### src/rtl/sli_pkg.sv
// shared constants, types and register map of the status lamp block
package sli_pkg;
  // ==========================================================
  // timing
  localparam int unsigned CLK_HZ = 25_000_000;
  localparam int unsigned MS_DIV = 1000;
  localparam int unsigned HOLD_MS = 500;
  localparam int unsigned PAUSE_S = 2;
  localparam int unsigned BLINK_MS = 250;
  localparam int unsigned HOLD_CYC = HOLD_MS * (CLK_HZ / MS_DIV);
  localparam int unsigned PAUSE_CYC = PAUSE_S * CLK_HZ;
  localparam int unsigned BLINK_CYC = BLINK_MS * (CLK_HZ / MS_DIV);
  localparam int CNT_W = 26;
  typedef logic [CNT_W-1:0] sli_cnt_t;
  localparam sli_cnt_t CNT_ZERO = 26'h0000000;
  localparam sli_cnt_t CNT_ONE = 26'h0000001;
  // ==========================================================
  // register map
  typedef logic [3:0] sli_addr_t;
  typedef logic [15:0] sli_word_t;
  localparam sli_addr_t A_CMD = 4'h0;
  localparam sli_addr_t A_STAT = 4'h1;
  localparam sli_addr_t A_HIST = 4'h2;
  localparam sli_addr_t A_ISTAT = 4'h3;
  localparam sli_addr_t A_IMASK = 4'h4;
  localparam sli_addr_t A_STATE = 4'h5;
  localparam sli_word_t WORD_ZERO = 16'h0000;
  localparam int CB_GIO_POS = 0;
  localparam int CB_GIO_NEG = 1;
  localparam int CB_CLR_HIST = 2;
  localparam int SB_HW_POS = 10;
  localparam int SB_HW_NEG = 11;
  localparam int SB_SW_POS = 12;
  localparam int SB_SW_NEG = 13;
  localparam int SB_POS_SEEN = 14;
  localparam int SB_NEG_SEEN = 15;
  localparam int ST_CODE_LSB = 4;
  localparam int EV_W = 4;
  typedef logic [EV_W-1:0] sli_ev_t;
  localparam sli_ev_t EV_NONE = 4'h0;
  localparam logic [1:0] LIM_EN_RST = 2'h3;
  localparam logic [1:0] LIM_OFF = 2'h0;
  // ==========================================================
  // fault codes and patterns
  typedef logic [3:0] sli_code_t;
  localparam sli_code_t FC_NONE = 4'h0;
  localparam sli_code_t FC_ONE = 4'h1;
  localparam sli_code_t FC_MIN = 4'h2;
  localparam sli_code_t FC_HW_POS = 4'h8;
  localparam sli_code_t FC_HW_NEG = 4'h9;
  localparam sli_code_t FC_SW_POS = 4'hA;
  localparam sli_code_t FC_SW_NEG = 4'hB;
  localparam logic [7:0] TRI_PAT = 8'h15;
  localparam logic [2:0] SLOT_ZERO = 3'h0;
  typedef enum logic [1:0] {PW_CAPT = 2'b00, PW_HOLD = 2'b01, PW_LIMF = 2'b10,
    PW_RUN = 2'b11} sli_pw_t;
  typedef enum logic [1:0] {FL_IDLE = 2'b00, FL_PAUSE = 2'b01, FL_ON = 2'b10,
    FL_OFF = 2'b11} sli_fl_t;
  // ==========================================================
  // carriers
  typedef struct packed {
    logic enabled; logic en_in; logic faulted; logic wdog;
    logic boot; logic traj; sli_code_t code;
  } sli_drv_t;
  typedef struct packed {
    logic prog; logic prog_nolim; logic lim_pos; logic lim_neg;
    logic sw_pos; logic sw_neg;
  } sli_io_t;
  typedef struct packed {
    sli_addr_t addr; sli_word_t wdata; logic wr; logic rd;
  } sli_req_t;
  typedef struct packed {
    logic pwr_red; logic pwr_green; logic traj_red; logic traj_green;
    logic [1:0] link; logic [1:0] act;
  } sli_lamp_t;
  localparam sli_lamp_t LAMP_DARK = 8'h00;

  // last count of a cycle counter that runs from zero
  function automatic logic cnt_end(input sli_cnt_t c, input sli_cnt_t len);
    return c == len - CNT_ONE;
  endfunction
endpackage

### src/rtl/sli_blink.sv
// shared half-period tick, square blink and triple-flash pattern
`timescale 1ns/1ps
module sli_blink #(
  parameter sli_pkg::sli_cnt_t HALF_LEN = sli_pkg::sli_cnt_t'(sli_pkg::BLINK_CYC)
) (
  input logic mclk,
  input logic resetn,
  input logic ce,
  output logic tick,
  output logic blink,
  output logic triple
);
  import sli_pkg::*;

  sli_cnt_t cnt_q, cnt_d;
  logic [2:0] slot_q, slot_d;
  logic blink_q, blink_d;
  logic tick_d;

  // ==========================================================
  // one divider for all lamps so every pattern stays in phase
  always_comb begin
    tick_d = cnt_end(cnt_q, HALF_LEN);
    cnt_d = tick_d ? CNT_ZERO : cnt_q + CNT_ONE;
    blink_d = blink_q ^ tick_d;
    slot_d = slot_q + {2'h0, tick_d};
  end

  always_ff @(posedge mclk or negedge resetn) begin
    if (!resetn) begin
      cnt_q <= CNT_ZERO;
      slot_q <= SLOT_ZERO;
      blink_q <= 1'b0;
    end else if (ce) begin
      cnt_q <= cnt_d;
      slot_q <= slot_d;
      blink_q <= blink_d;
    end
  end

  assign tick = tick_d && ce;
  assign blink = blink_q;
  assign triple = TRI_PAT[slot_q];
endmodule

### src/rtl/sli_flash.sv
// counted fault-code flasher with a dark pause before each burst
`timescale 1ns/1ps
module sli_flash #(
  parameter sli_pkg::sli_cnt_t PAUSE_LEN = sli_pkg::sli_cnt_t'(sli_pkg::PAUSE_CYC)
) (
  input logic mclk,
  input logic resetn,
  input logic ce,
  input logic en,
  input logic tick,
  input sli_pkg::sli_code_t code,
  output logic lamp
);
  import sli_pkg::*;

  sli_fl_t st_q, st_d;
  sli_cnt_t cnt_q, cnt_d;
  sli_code_t left_q, left_d, lat_q, lat_d, nfl_q, nfl_d;
  logic lamp_q;

  // ==========================================================
  // burst sequencer; code is latched per burst so a change never cuts one short
  always_comb begin
    st_d = st_q;
    cnt_d = cnt_q;
    left_d = left_q;
    lat_d = lat_q;
    nfl_d = nfl_q;
    unique case (st_q)
      FL_IDLE: begin
        cnt_d = CNT_ZERO;
        if (en) st_d = FL_PAUSE;
      end
      FL_PAUSE: begin
        cnt_d = cnt_q + CNT_ONE;
        if (cnt_end(cnt_q, PAUSE_LEN)) begin
          cnt_d = CNT_ZERO;
          lat_d = code;
          left_d = code;
          nfl_d = FC_NONE;
          if (code >= FC_MIN) st_d = FL_OFF;
        end
      end
      FL_OFF: begin
        if (tick && left_q == FC_NONE) st_d = FL_PAUSE;
        else if (tick) begin
          st_d = FL_ON;
          left_d = left_q - FC_ONE;
          nfl_d = nfl_q + FC_ONE;
        end
      end
      FL_ON: if (tick) st_d = FL_OFF;
    endcase
    if (!en) st_d = FL_IDLE;
  end

  always_ff @(posedge mclk or negedge resetn) begin
    if (!resetn) begin
      st_q <= FL_IDLE;
      cnt_q <= CNT_ZERO;
      left_q <= FC_NONE;
      lat_q <= FC_NONE;
      nfl_q <= FC_NONE;
      lamp_q <= 1'b0;
    end else if (ce) begin
      st_q <= st_d;
      cnt_q <= cnt_d;
      left_q <= left_d;
      lat_q <= lat_d;
      nfl_q <= nfl_d;
      lamp_q <= (st_d == FL_ON);
    end
  end

  assign lamp = lamp_q;
endmodule

### src/rtl/sli_top.sv
// status lamp controller: power-up sequence, lamp patterns, fault bits, regs
`timescale 1ns/1ps
module sli_top #(
  parameter sli_pkg::sli_cnt_t HOLD_LEN = sli_pkg::sli_cnt_t'(sli_pkg::HOLD_CYC),
  parameter sli_pkg::sli_cnt_t PAUSE_LEN = sli_pkg::sli_cnt_t'(sli_pkg::PAUSE_CYC),
  parameter sli_pkg::sli_cnt_t HALF_LEN = sli_pkg::sli_cnt_t'(sli_pkg::BLINK_CYC)
) (
  input logic mclk,
  input logic resetn,
  input logic ce,
  input sli_pkg::sli_drv_t drv,
  input sli_pkg::sli_io_t io,
  input logic [1:0] link_up,
  input logic [1:0] traffic,
  input sli_pkg::sli_req_t bus,
  output sli_pkg::sli_word_t rdata,
  output sli_pkg::sli_lamp_t lamps,
  output logic irq
);
  import sli_pkg::*;

  // ==========================================================
  // bus decode
  logic wr_cmd;
  logic gio_pos;
  logic gio_neg;
  logic clr_hist;
  logic rd_ist;
  logic wr_mask;

  // command writes act once; the bits are not stored, only their clearing of lim_en_q, seen_q and hist_q stays
  assign wr_cmd = bus.wr && (bus.addr == A_CMD);
  assign gio_pos = wr_cmd && bus.wdata[CB_GIO_POS];
  assign gio_neg = wr_cmd && bus.wdata[CB_GIO_NEG];
  assign clr_hist = wr_cmd && bus.wdata[CB_CLR_HIST];
  assign rd_ist = bus.rd && (bus.addr == A_ISTAT);
  assign wr_mask = bus.wr && (bus.addr == A_IMASK);

  // ==========================================================
  // travel limits
  logic [1:0] lim_en_q, lim_en_d;
  logic [1:0] en_eff;
  logic hw_pos_act;
  logic hw_neg_act;
  logic sw_pos_act;
  logic sw_neg_act;
  logic lim_flt;

  // a general-I/O command wins over the old enable in the same cycle
  assign en_eff = lim_en_q & ~{gio_neg, gio_pos};
  // hardware limit inputs are active low, so an open connector reads as a hit
  assign hw_pos_act = en_eff[0] && !io.lim_pos;
  assign hw_neg_act = en_eff[1] && !io.lim_neg;
  assign sw_pos_act = en_eff[0] && io.sw_pos;
  assign sw_neg_act = en_eff[1] && io.sw_neg;
  assign lim_flt = hw_pos_act || hw_neg_act || sw_pos_act || sw_neg_act;

  // ==========================================================
  // power-up sequence
  sli_pw_t pw_q, pw_d;
  sli_cnt_t hold_q, hold_d;

  // program straps are sampled one edge after reset, never under reset
  always_comb begin
    pw_d = pw_q;
    hold_d = hold_q;
    lim_en_d = en_eff;
    unique case (pw_q)
      PW_CAPT: begin
        if (io.prog_nolim) lim_en_d = LIM_OFF;
        if (!io.prog && !io.lim_pos && !io.lim_neg) pw_d = PW_LIMF;
        else pw_d = PW_HOLD;
      end
      PW_HOLD: begin
        hold_d = hold_q + CNT_ONE;
        if (cnt_end(hold_q, HOLD_LEN)) pw_d = PW_RUN;
      end
      PW_LIMF: begin
        if (!lim_flt) pw_d = PW_RUN;
      end
      PW_RUN: begin
        pw_d = PW_RUN;
      end
    endcase
  end

  always_ff @(posedge mclk or negedge resetn) begin
    if (!resetn) begin
      pw_q <= PW_CAPT;
      hold_q <= CNT_ZERO;
      lim_en_q <= LIM_EN_RST;
    end else if (ce) begin
      pw_q <= pw_d;
      hold_q <= hold_d;
      lim_en_q <= lim_en_d;
    end
  end

  // ==========================================================
  // fault status and history
  logic [1:0] seen_q, seen_d;
  sli_word_t hist_q, hist_d;
  sli_word_t stat_w;
  sli_code_t act_code;
  logic fault_any;

  // one history bit per flash code; codes below the first used one map to none
  function automatic sli_word_t code_bit(input sli_code_t c);
    code_bit = WORD_ZERO;
    if (c >= FC_MIN) code_bit[c] = 1'b1;
  endfunction

  assign fault_any = drv.faulted || lim_flt;

  // drive faults take precedence over limits when picking the flash code
  always_comb begin
    act_code = FC_NONE;
    if (drv.faulted) act_code = drv.code;
    else if (hw_pos_act) act_code = FC_HW_POS;
    else if (hw_neg_act) act_code = FC_HW_NEG;
    else if (sw_pos_act) act_code = FC_SW_POS;
    else if (sw_neg_act) act_code = FC_SW_NEG;
  end

  // live status word
  always_comb begin
    stat_w = WORD_ZERO;
    stat_w[SB_HW_POS] = hw_pos_act;
    stat_w[SB_HW_NEG] = hw_neg_act;
    stat_w[SB_SW_POS] = sw_pos_act;
    stat_w[SB_SW_NEG] = sw_neg_act;
    stat_w[SB_POS_SEEN] = seen_q[0];
    stat_w[SB_NEG_SEEN] = seen_q[1];
  end

  // a limit still active at clear time sets its bit again: set beats clear
  always_comb begin
    seen_d[0] = (seen_q[0] && !gio_pos && !clr_hist) || hw_pos_act || sw_pos_act;
    seen_d[1] = (seen_q[1] && !gio_neg && !clr_hist) || hw_neg_act || sw_neg_act;
    hist_d = clr_hist ? WORD_ZERO : hist_q;
    if (fault_any) hist_d = hist_d | code_bit(act_code);
  end

  always_ff @(posedge mclk or negedge resetn) begin
    if (!resetn) begin
      seen_q <= LIM_OFF;
      hist_q <= WORD_ZERO;
    end else if (ce) begin
      seen_q <= seen_d;
      hist_q <= hist_d;
    end
  end

  // ==========================================================
  // lamp patterns
  logic tick;
  logic blink;
  logic triple;
  logic flash;
  logic run_ok;
  logic red_solid;
  logic traj_cond;
  sli_lamp_t lamp_d, lamp_q;

  assign run_ok = (pw_q == PW_RUN) && !drv.boot && !drv.wdog;
  assign red_solid = run_ok && (fault_any || !drv.en_in);
  assign traj_cond = run_ok && !red_solid && drv.enabled && drv.traj;

  sli_blink #(
    .HALF_LEN(HALF_LEN)
  ) u_blink (
    .mclk(mclk),
    .resetn(resetn),
    .ce(ce),
    .tick(tick),
    .blink(blink),
    .triple(triple)
  );

  // the flasher restarts with a full pause whenever solid red begins
  sli_flash #(
    .PAUSE_LEN(PAUSE_LEN)
  ) u_flash (
    .mclk(mclk),
    .resetn(resetn),
    .ce(ce),
    .en(red_solid),
    .tick(tick),
    .code(act_code),
    .lamp(flash)
  );

  // power lamp priority: boot loader, watchdog, fault, enabled, idle
  always_comb begin
    lamp_d = LAMP_DARK;
    lamp_d.link = link_up;
    lamp_d.act = traffic & {2{blink}};
    unique case (pw_q)
      PW_CAPT, PW_HOLD, PW_LIMF: begin
        lamp_d.pwr_red = 1'b1;
      end
      PW_RUN: begin
        if (drv.boot) begin
          lamp_d.pwr_red = blink;
          lamp_d.pwr_green = !blink;
        end else if (drv.wdog) begin
          lamp_d.pwr_red = triple;
        end else if (red_solid) begin
          lamp_d.pwr_red = 1'b1;
          lamp_d.traj_red = flash;
        end else if (drv.enabled) begin
          lamp_d.pwr_green = 1'b1;
          lamp_d.traj_green = drv.traj;
        end else begin
          lamp_d.pwr_green = blink;
        end
      end
    endcase
  end

  always_ff @(posedge mclk or negedge resetn) begin
    if (!resetn) begin
      lamp_q <= LAMP_DARK;
    end else if (ce) begin
      lamp_q <= lamp_d;
    end
  end

  assign lamps = lamp_q;

  // ==========================================================
  // interrupts and register reads
  sli_ev_t prev_q, prev_d;
  sli_ev_t ev;
  sli_ev_t ist_q, ist_d;
  sli_ev_t mask_q, mask_d;
  sli_word_t rdata_q, rdata_d;
  logic irq_q, irq_d;

  // rising edges of fault, watchdog, limit and ready; set beats read-clear
  always_comb begin
    prev_d = {pw_q == PW_RUN, lim_flt, drv.wdog, red_solid};
    ev = prev_d & ~prev_q;
    ist_d = (rd_ist ? EV_NONE : ist_q) | ev;
    mask_d = wr_mask ? bus.wdata[EV_W-1:0] : mask_q;
    irq_d = |(ist_d & mask_d);
    rdata_d = WORD_ZERO;
    if (bus.rd) begin
      unique case (bus.addr)
        A_CMD: rdata_d[1:0] = lim_en_q;
        A_STAT: rdata_d = stat_w;
        A_HIST: rdata_d = hist_q;
        A_ISTAT: rdata_d[EV_W-1:0] = ist_q;
        A_IMASK: rdata_d[EV_W-1:0] = mask_q;
        A_STATE: rdata_d = {8'h00, act_code, 2'h0, pw_q};
        default: rdata_d = WORD_ZERO;
      endcase
    end
  end

  // accesses made while ce is low are lost, like every other input then
  always_ff @(posedge mclk or negedge resetn) begin
    if (!resetn) begin
      prev_q <= EV_NONE;
      ist_q <= EV_NONE;
      mask_q <= EV_NONE;
      rdata_q <= WORD_ZERO;
      irq_q <= 1'b0;
    end else if (ce) begin
      prev_q <= prev_d;
      ist_q <= ist_d;
      mask_q <= mask_d;
      rdata_q <= rdata_d;
      irq_q <= irq_d;
    end
  end

  assign rdata = rdata_q;
  assign irq = irq_q;
endmodule

### config.mk
export PLATFORM = sky130hd
export DESIGN_NAME = sli_top
export DESIGN_NICKNAME = d
export VERILOG_FILES = /design/src/rtl/sli_pkg.sv /design/src/rtl/sli_blink.sv /design/src/rtl/sli_flash.sv /design/src/rtl/sli_top.sv
export SDC_FILE = /design/constraint.sdc
export NUM_CORES = 1
export LEC_CHECK = 0
export ABC_CLOCK_PERIOD_IN_PS = 4100
export BUFFER_PORTS_ARGS = -buffer_cell sky130_fd_sc_hd__buf_2
export CORE_UTILIZATION = 45
export CTS_CLUSTER_SIZE = 10
export DETAILED_ROUTE_END_ITERATION = 10
export PLACE_DENSITY = 0.7
export SYNTH_ARGS = -nofsm -noshare
export SYNTH_HDL_FRONTEND = slang
export SYNTH_HIERARCHICAL = 1
export SYNTH_SLANG_ARGS = --single-unit
export TNS_END_PERCENT = 20
### constraint.sdc
create_clock -name mclk -period 4.1 [get_ports mclk]
set_clock_uncertainty 0.15 [all_clocks]
set_input_delay 0.615 -clock mclk [delete_from_list [all_inputs] [get_ports mclk]]
set_output_delay 0.615 -clock mclk [all_outputs]
set_load 0.01 [all_outputs]
## Word-level counts from Yosys, hierarchy flattened

Memories as Yosys holds them, arrays and structs flattened.
Index checks and enable logic that the tools add are counted.

| cells by class | value |
|---|---|
| reductions and logical operators | 53 |
| bitwise gates (word level) | 9 |
| add/subtract/negate cells | 5 |
| order comparisons | 4 |
| muxes and demuxes | 50 |
| equal/unequal tests | 20 |

Operators with widths:

| cell | count |
|---|---|
| 2-to-1 mux 16 bit | 5 |
| adder 26 x 1 -> 26 bit, second input constant | 3 |
| 2-to-1 mux 26 bit | 2 |
| one-hot mux 26 bit (2 select lines) | 1 |
| 2-to-1 mux 4 bit | 10 |
| one-hot mux 12 bit (3 select lines) | 1 |
| == test 26 x 23 -> 1 bit, second input constant | 1 |
| == test 26 x 24 -> 1 bit, second input constant | 1 |
| == test 26 bit, second input constant | 1 |
| 2-to-1 mux 2 bit | 13 |
| logical AND 1 bit | 22 |
| OR 16 bit | 1 |
| one-hot mux 2 bit (4 select lines) | 2 |
| == test 2 bit, second input constant | 5 |
| logical NOT 1 bit | 10 |
| one-hot mux 2 bit (5 select lines) | 1 |
| logical OR 1 bit | 9 |
| 2-to-1 mux 1 bit | 9 |
| bitwise AND 4 bit | 2 |
| == test 4 x 2 -> 1 bit, second input constant | 2 |
| == test 4 x 3 -> 1 bit, second input constant | 2 |
| logical NOT 4 bit | 2 |
| one-hot mux 4 bit (2 select lines) | 1 |
| 2-to-1 mux 3 bit | 2 |
| other kinds (25) | 33 |

| storage, ports and cells | value |
|---|---|
| input port bits | 45 |
| register bits after elaboration | 148 |
| memories | 1 |
| ROM bits | 8 |
| logic and storage cells | 165 |

Memories:

| memory | words | width | rd ports | clocked after memory_dff | write ports | line | source |
|---|---|---|---|---|---|---|---|
| (no name shown) | 8 | 1 | 1 | 0 | 0 | sli_blink.sv:43 | `assign triple = TRI_PAT[slot_q];` |

## Depth between registers and ports, before layout

| logic depth | value |
|---|---|
| depth after elaboration | 19 |
| mapped depth | 10 |

## Modules after synthesis

Netlist, hierarchy kept.

Modules (own cells, without submodules):

| module | times used | area each (µm²) | seq. area each (µm²) | cells each |
|---|---|---|---|---|
| sli_top | 1 | 4144.0 | 2129.5 | 371 |
| sli_flash | 1 | 2109.5 | 825.8 | 244 |
| sli_blink | 1 | 1619.1 | 750.7 | 154 |

## Worst setup path before layout

OpenSTA, ideal clock, no wires.

| path | value |
|---|---|
| path type | input port to flip-flop |
| from | input bus[20] (netlist name) |
| to | register u_flash.st_q[1] |
| slack | 1762 ps |
| cell stages on the path | 10 |
| arrival | 2104 ps |
| library setup time | 84 ps |
| buffers on the path | 2 |
| cells stage by stage | buf_4 -> nor2_1 -> and3_1 -> buf_6 -> o221ai_1 -> nor4b_4 -> o21ai_0 -> nand2_1 -> nand2_1 -> o21ai_0 |

RTL lines:

| what | line | source |
|---|---|---|
| start, declared | sli_top.sv:15 | `input sli_pkg::sli_req_t bus,` |
| logical NOT 4 bit (*) | sli_top.sv:32 | `assign wr_cmd = bus.wr && (bus.addr == A_CMD);` |
| logical AND 1 bit (*) | sli_top.sv:32 |  |
| logical AND 1 bit, on equally long branches | sli_top.sv:33, sli_top.sv:34 |  |
| NOT 2 bit (*) | sli_top.sv:50 | `assign en_eff = lim_en_q & ~{gio_neg, gio_pos};` |
| bitwise AND 2 bit (*) | sli_top.sv:50 |  |
| logical AND 1 bit, on equally long branches | sli_top.sv:52, sli_top.sv:53 |  |
| logical OR 1 bit (2 in a row) | sli_top.sv:56 | `assign lim_flt = hw_pos_act \|\| hw_neg_act \|\| sw_pos_act \|\| sw_neg_act;` |
| logical OR 1 bit (*) | sli_top.sv:56 |  |
| logical OR 1 bit (*) | sli_top.sv:113 | `assign fault_any = drv.faulted \|\| lim_flt;` |
| logical OR 1 bit (*) | sli_top.sv:166 | `assign red_solid = run_ok && (fault_any \|\| !drv.en_in);` |
| logical AND 1 bit (*) | sli_top.sv:166 |  |
| named net prev_d[0] | sli_top.sv:233 | `sli_ev_t prev_q, prev_d;` |
| 2-to-1 mux 2 bit (*) | sli_flash.sv:54 | `if (!en) st_d = FL_IDLE;` |
| end signal, assigned | sli_flash.sv:66 | `st_q <= st_d;` |
| end, declared | sli_flash.sv:16 | `sli_fl_t st_q, st_d;` |

The timed path passes the listed nets; every way through them passes the cells marked *.
A chain may end at the register's enable or synchronous reset.

## Worst setup path in the final report

| path | value |
|---|---|
| from | register u_blink.cnt_q[0] |
| to | register u_flash.left_q[3] |

| on the way | value |
|---|---|
| word-level cells in the longest chain between the ends | 5 |

RTL lines:

| what | line | source |
|---|---|---|
| start, declared | sli_blink.sv:15 | `sli_cnt_t cnt_q, cnt_d;` |
| start signal, assigned | sli_blink.sv:35 | `cnt_q <= cnt_d;` |
| == test 26 x 23 -> 1 bit (*) | sli_pkg.sv:80 | `return c == len - CNT_ONE;` |
| logical AND 1 bit (*) | sli_blink.sv:41 | `assign tick = tick_d && ce;` |
| named net tick | sli_top.sv:156 | `logic tick;` |
| logical AND 1 bit | sli_flash.sv:45 | `if (tick && left_q == FC_NONE) st_d = FL_PAUSE;` |
| inequality test 2 bit (no source line) | n/a |  |
| AND reduction 5 bit (no source line) (*) | n/a |  |
| end signal, assigned | sli_flash.sv:68 | `left_q <= left_d;` |
| end, declared | sli_flash.sv:18 | `sli_code_t left_q, left_d, lat_q, lat_d, nfl_q, nfl_d;` |

Marked as above.

==> results.md <==
* Outcome: complete, no violations
* PostCTS Resize Cnt at 0
* RR Endpoint: u_flash/left_q[3]
* Syn_area_per_cell at 10.2 µm²
* Num ports at 70
* Final TNS setup at 0 ns
* Pin count of the biggest net entering global routing at 109
* Worst endpoint data arrival time at 2.90 ns
* Sw Ratio at 0.270
* Most used DFF post-synth: dfrtp_1
* Chip Width at 134 µm
* Routed Antenna Nets at 0
* Vias at 6089
* Pleak at 3.89 nW
* Initial drt markers at 404
* Worst R2R Setup Slack at 1.39 ns
* # rows at 47
* Fill cells at 1537
* Post-synth EDFFs at 0
* Max Buffers Root-to-Sink at 2
* Max-slew violations at 0
* Post-CTS Setup Bufs at 0
* R2R cell count at 8
* Die area at 18000 µm²
* Mapped Area at 7870 µm²
* PwrDens at 405 nW/µm²
* NumNets Final at 867
* # port buffers at 57
* Largest cells by area after synthesis: dfrtp_1 (46%), xnor2_1 (3.2%), nand2_1 (3.1%)
* DRC at 0
* Final GP Congestion at 0.848
* Worst Hold Class: in -> async
* Period utilisation layout at 0.662
* Die Ht at 134 µm
* Clock slew at reported path FFs at 0.07 ns
* Antenna violations before repair at 0
* Combinational power share at 0.106
* DR vias/cell at 5.80
* Cell count after synthesis at 769
* Ys Warns at 6
* Clock Power Share at 0.423
* MaxCap Viol Count at 0
* Most frequent cells in the layout: dfrtp_1 (146), nand2_1 (64), buf_2 (56), nor2_1 (45), nand3_1 (45)
* Seq pwr share at 0.471
* Skew-Pair Late Insertion Delay at 0.42 ns
* GRT Total Usage at 0.207
* CP bufs+invs at 0
* Int Pwr at 0.00263 W
* Total power at 0.00360 W
* Setup CP Type: reg -> reg
* Unique cell type count in the Yosys netlist at 82
* CTS tree: done
* Peak VDD IR at 0.000311 V
* Sw power at 0.000974 W
* Synth-to-layout area growth at 12.8%
* CTS Root Cell: clkbuf_16
* Max Freq at 0.368 GHz
* Crit end category: flip-flop
* Post-Syn Nets at 821
* Tmin final at 2.71 ns
* Htree depth at 4
* R2R Path Start: u_blink/cnt_q[0]
* # clock sinks at 148
* Vias in the first global route at 5991
* Post-synth top area share at 0.464
* FF+latch count, synth at 148
* Worst-path cell chain: ha_1, nor4b_1, nand2_1, nor4_4, and2_1, nand4_1, and2_1, o211ai_1
* Most common cell after layout, fill and taps aside: dfrtp_1
* Worst slew pin tran at 0.997 ns
* Layout cell share with drive strength beyond 1 at 0.171
* RSZ-0062 raised after global routing: false
* CTS Buf Count at 17
* Crit-path most repeated cell: and2_1
* Hold Fails Final Rpt at 0
* Register area share after synthesis at 0.471
* Post-DR wirelength/cell at 16.9 µm
* Async SR Flop Fraction at 1.00
* Routed WL at 17700 µm
* Crit-path max cell delay at 0.55 ns
* Area leader, netlist: dfrtp_1
* Slew HR at 0.335
* Slowest CP cell: nor4_4
* Delay-heaviest family, CP: simple AND/OR/NAND/NOR gates
* HPWL Detailed at 12100 µm
* CTS Hold Bufs at 0
* Pre-Repair DR Iteration Count at 5
* CP required at 4.29 ns
* Core Area at 16800 µm²
* First-pass GRT wire length at 29700 µm
* Crit path launch type: flip-flop
* Crit path max fanout at 10
* Final setup fails at 0
* Effective utilization at floorplan at 0.468
* Global route total overflow at 0
## how the worst max path moves through the flow
| stage | start | to | slack (ns) | depth (start not counted) |
|---|---|---|---|---|
| global route | u_blink/cnt_q[0] | u_flash/left_q[3] | 1.20 | 8 |
| finish | u_blink/cnt_q[0] | u_flash/left_q[3] | 1.39 | 8 |
| floorplan | bus[20] | u_flash/st_q[1] | 1.76 | 10 |
| detailed placement | bus[18] | u_flash/st_q[1] | 1.22 | 9 |
| global placement | bus[18] | u_flash/st_q[1] | 1.25 | 9 |
| CTS | u_blink/cnt_q[0] | u_flash/st_q[0] | 1.41 | 10 |
## registers in the layout, indices dropped and copies added (netlist names)
signal          count
u_flash/cnt_q      26
u_flash/lamp        1
prev_q              4
seen_q              2
u_flash/st_q        2
ist_q               4
mask_q              4
irq                 1
rdata              16
u_blink/slot_q      3
lamps               8
lim_en_q            2
hold_q             26
pw_q                2
hist_q             16
u_flash/left_q      4
u_blink/blink       1
u_blink/cnt_q      26
## area by class of cell
type                            instances  area (µm²)  area share
Sequential cell                       148        3710       0.417
Antenna cell                            1        2.50    0.000282
Timing Repair Buffer                   64         357      0.0401
Inverter                               22        87.6     0.00986
Tap cell                              220         275      0.0310
Clock buffer                           20         457      0.0514
Multi-Input combinational cell        562        3880       0.436
Clock inverter                         12         121      0.0137
## cell families after synthesis
| logic type | synth area share |
|---|---|
| xor+xnor | 0.0501 |
| simple gates | 0.236 |
| flops | 0.471 |
| compound gates | 0.152 |
| buf+inv | 0.0367 |
| mux | 0.0432 |
| fa+ha+maj | 0.0111 |
## per-stage QoR
step | instance area, µm² | util | worst slack [ns] | instances | hold slack (ns)
after floorplan | 7870 | - | 1.76 | 769 | 0.169
after detailed placement | 8300 | 0.494 | 1.22 | 1016 | 0.306
after global placement | 8300 | 0.494 | 1.25 | 1016 | 0.293
final | 8880 | 0.528 | 1.39 | 1049 | 0.167
after CTS | 8880 | 0.528 | 1.41 | 1048 | 0.216
after global routing | 8880 | 0.528 | 1.20 | 1048 | 0.243
## power groups by stage
stage / Clock, W / Combinational, W / Sequential (W)
2_1_floorplan: 0 / 0.000264 / 0.00169
3_3_place_gp: 0 / 0.000372 / 0.00172
3_5_place_dp: 0 / 0.000387 / 0.00172
4_1_cts: 0.00155 / 0.000385 / 0.00169
5_1_grt: 0.00161 / 0.000426 / 0.00171
6_report: 0.00152 / 0.000381 / 0.00170
## cells in the mapped netlist (all sizes together) (10+ instances only)
| master | count |
|---|---|
| dfrtp | 146 |
| nand2 | 64 |
| nand3 | 46 |
| nor2 | 45 |
| o21ai | 36 |
| nand4 | 33 |
| a21oi | 32 |
| xnor2 | 29 |
| and3 | 21 |
| inv | 21 |
| buf | 20 |
| mux2i | 19 |
| clkbuf | 17 |
| nor4 | 17 |
| o2bb2ai | 16 |
| xor2 | 16 |
| and2 | 15 |
| a32o | 14 |
| mux2 | 13 |
| nand3b | 10 |
| nor4b | 10 |
## layer usage
| metal | vias up | share of wire | GRT usage |
|---|---|---|---|
| met2 | 131 | 0.46 | 0.325 |
| met4 | 0 | 0.014 | 0.0724 |
| met3 | 16 | 0.041 | 0.0480 |
| met1 | 2982 | 0.49 | 0.280 |
| li1 | 2960 | - | - |
| met5 | - | 0 | 0 |
No activity file was read; power rests on OpenSTA's default activity.
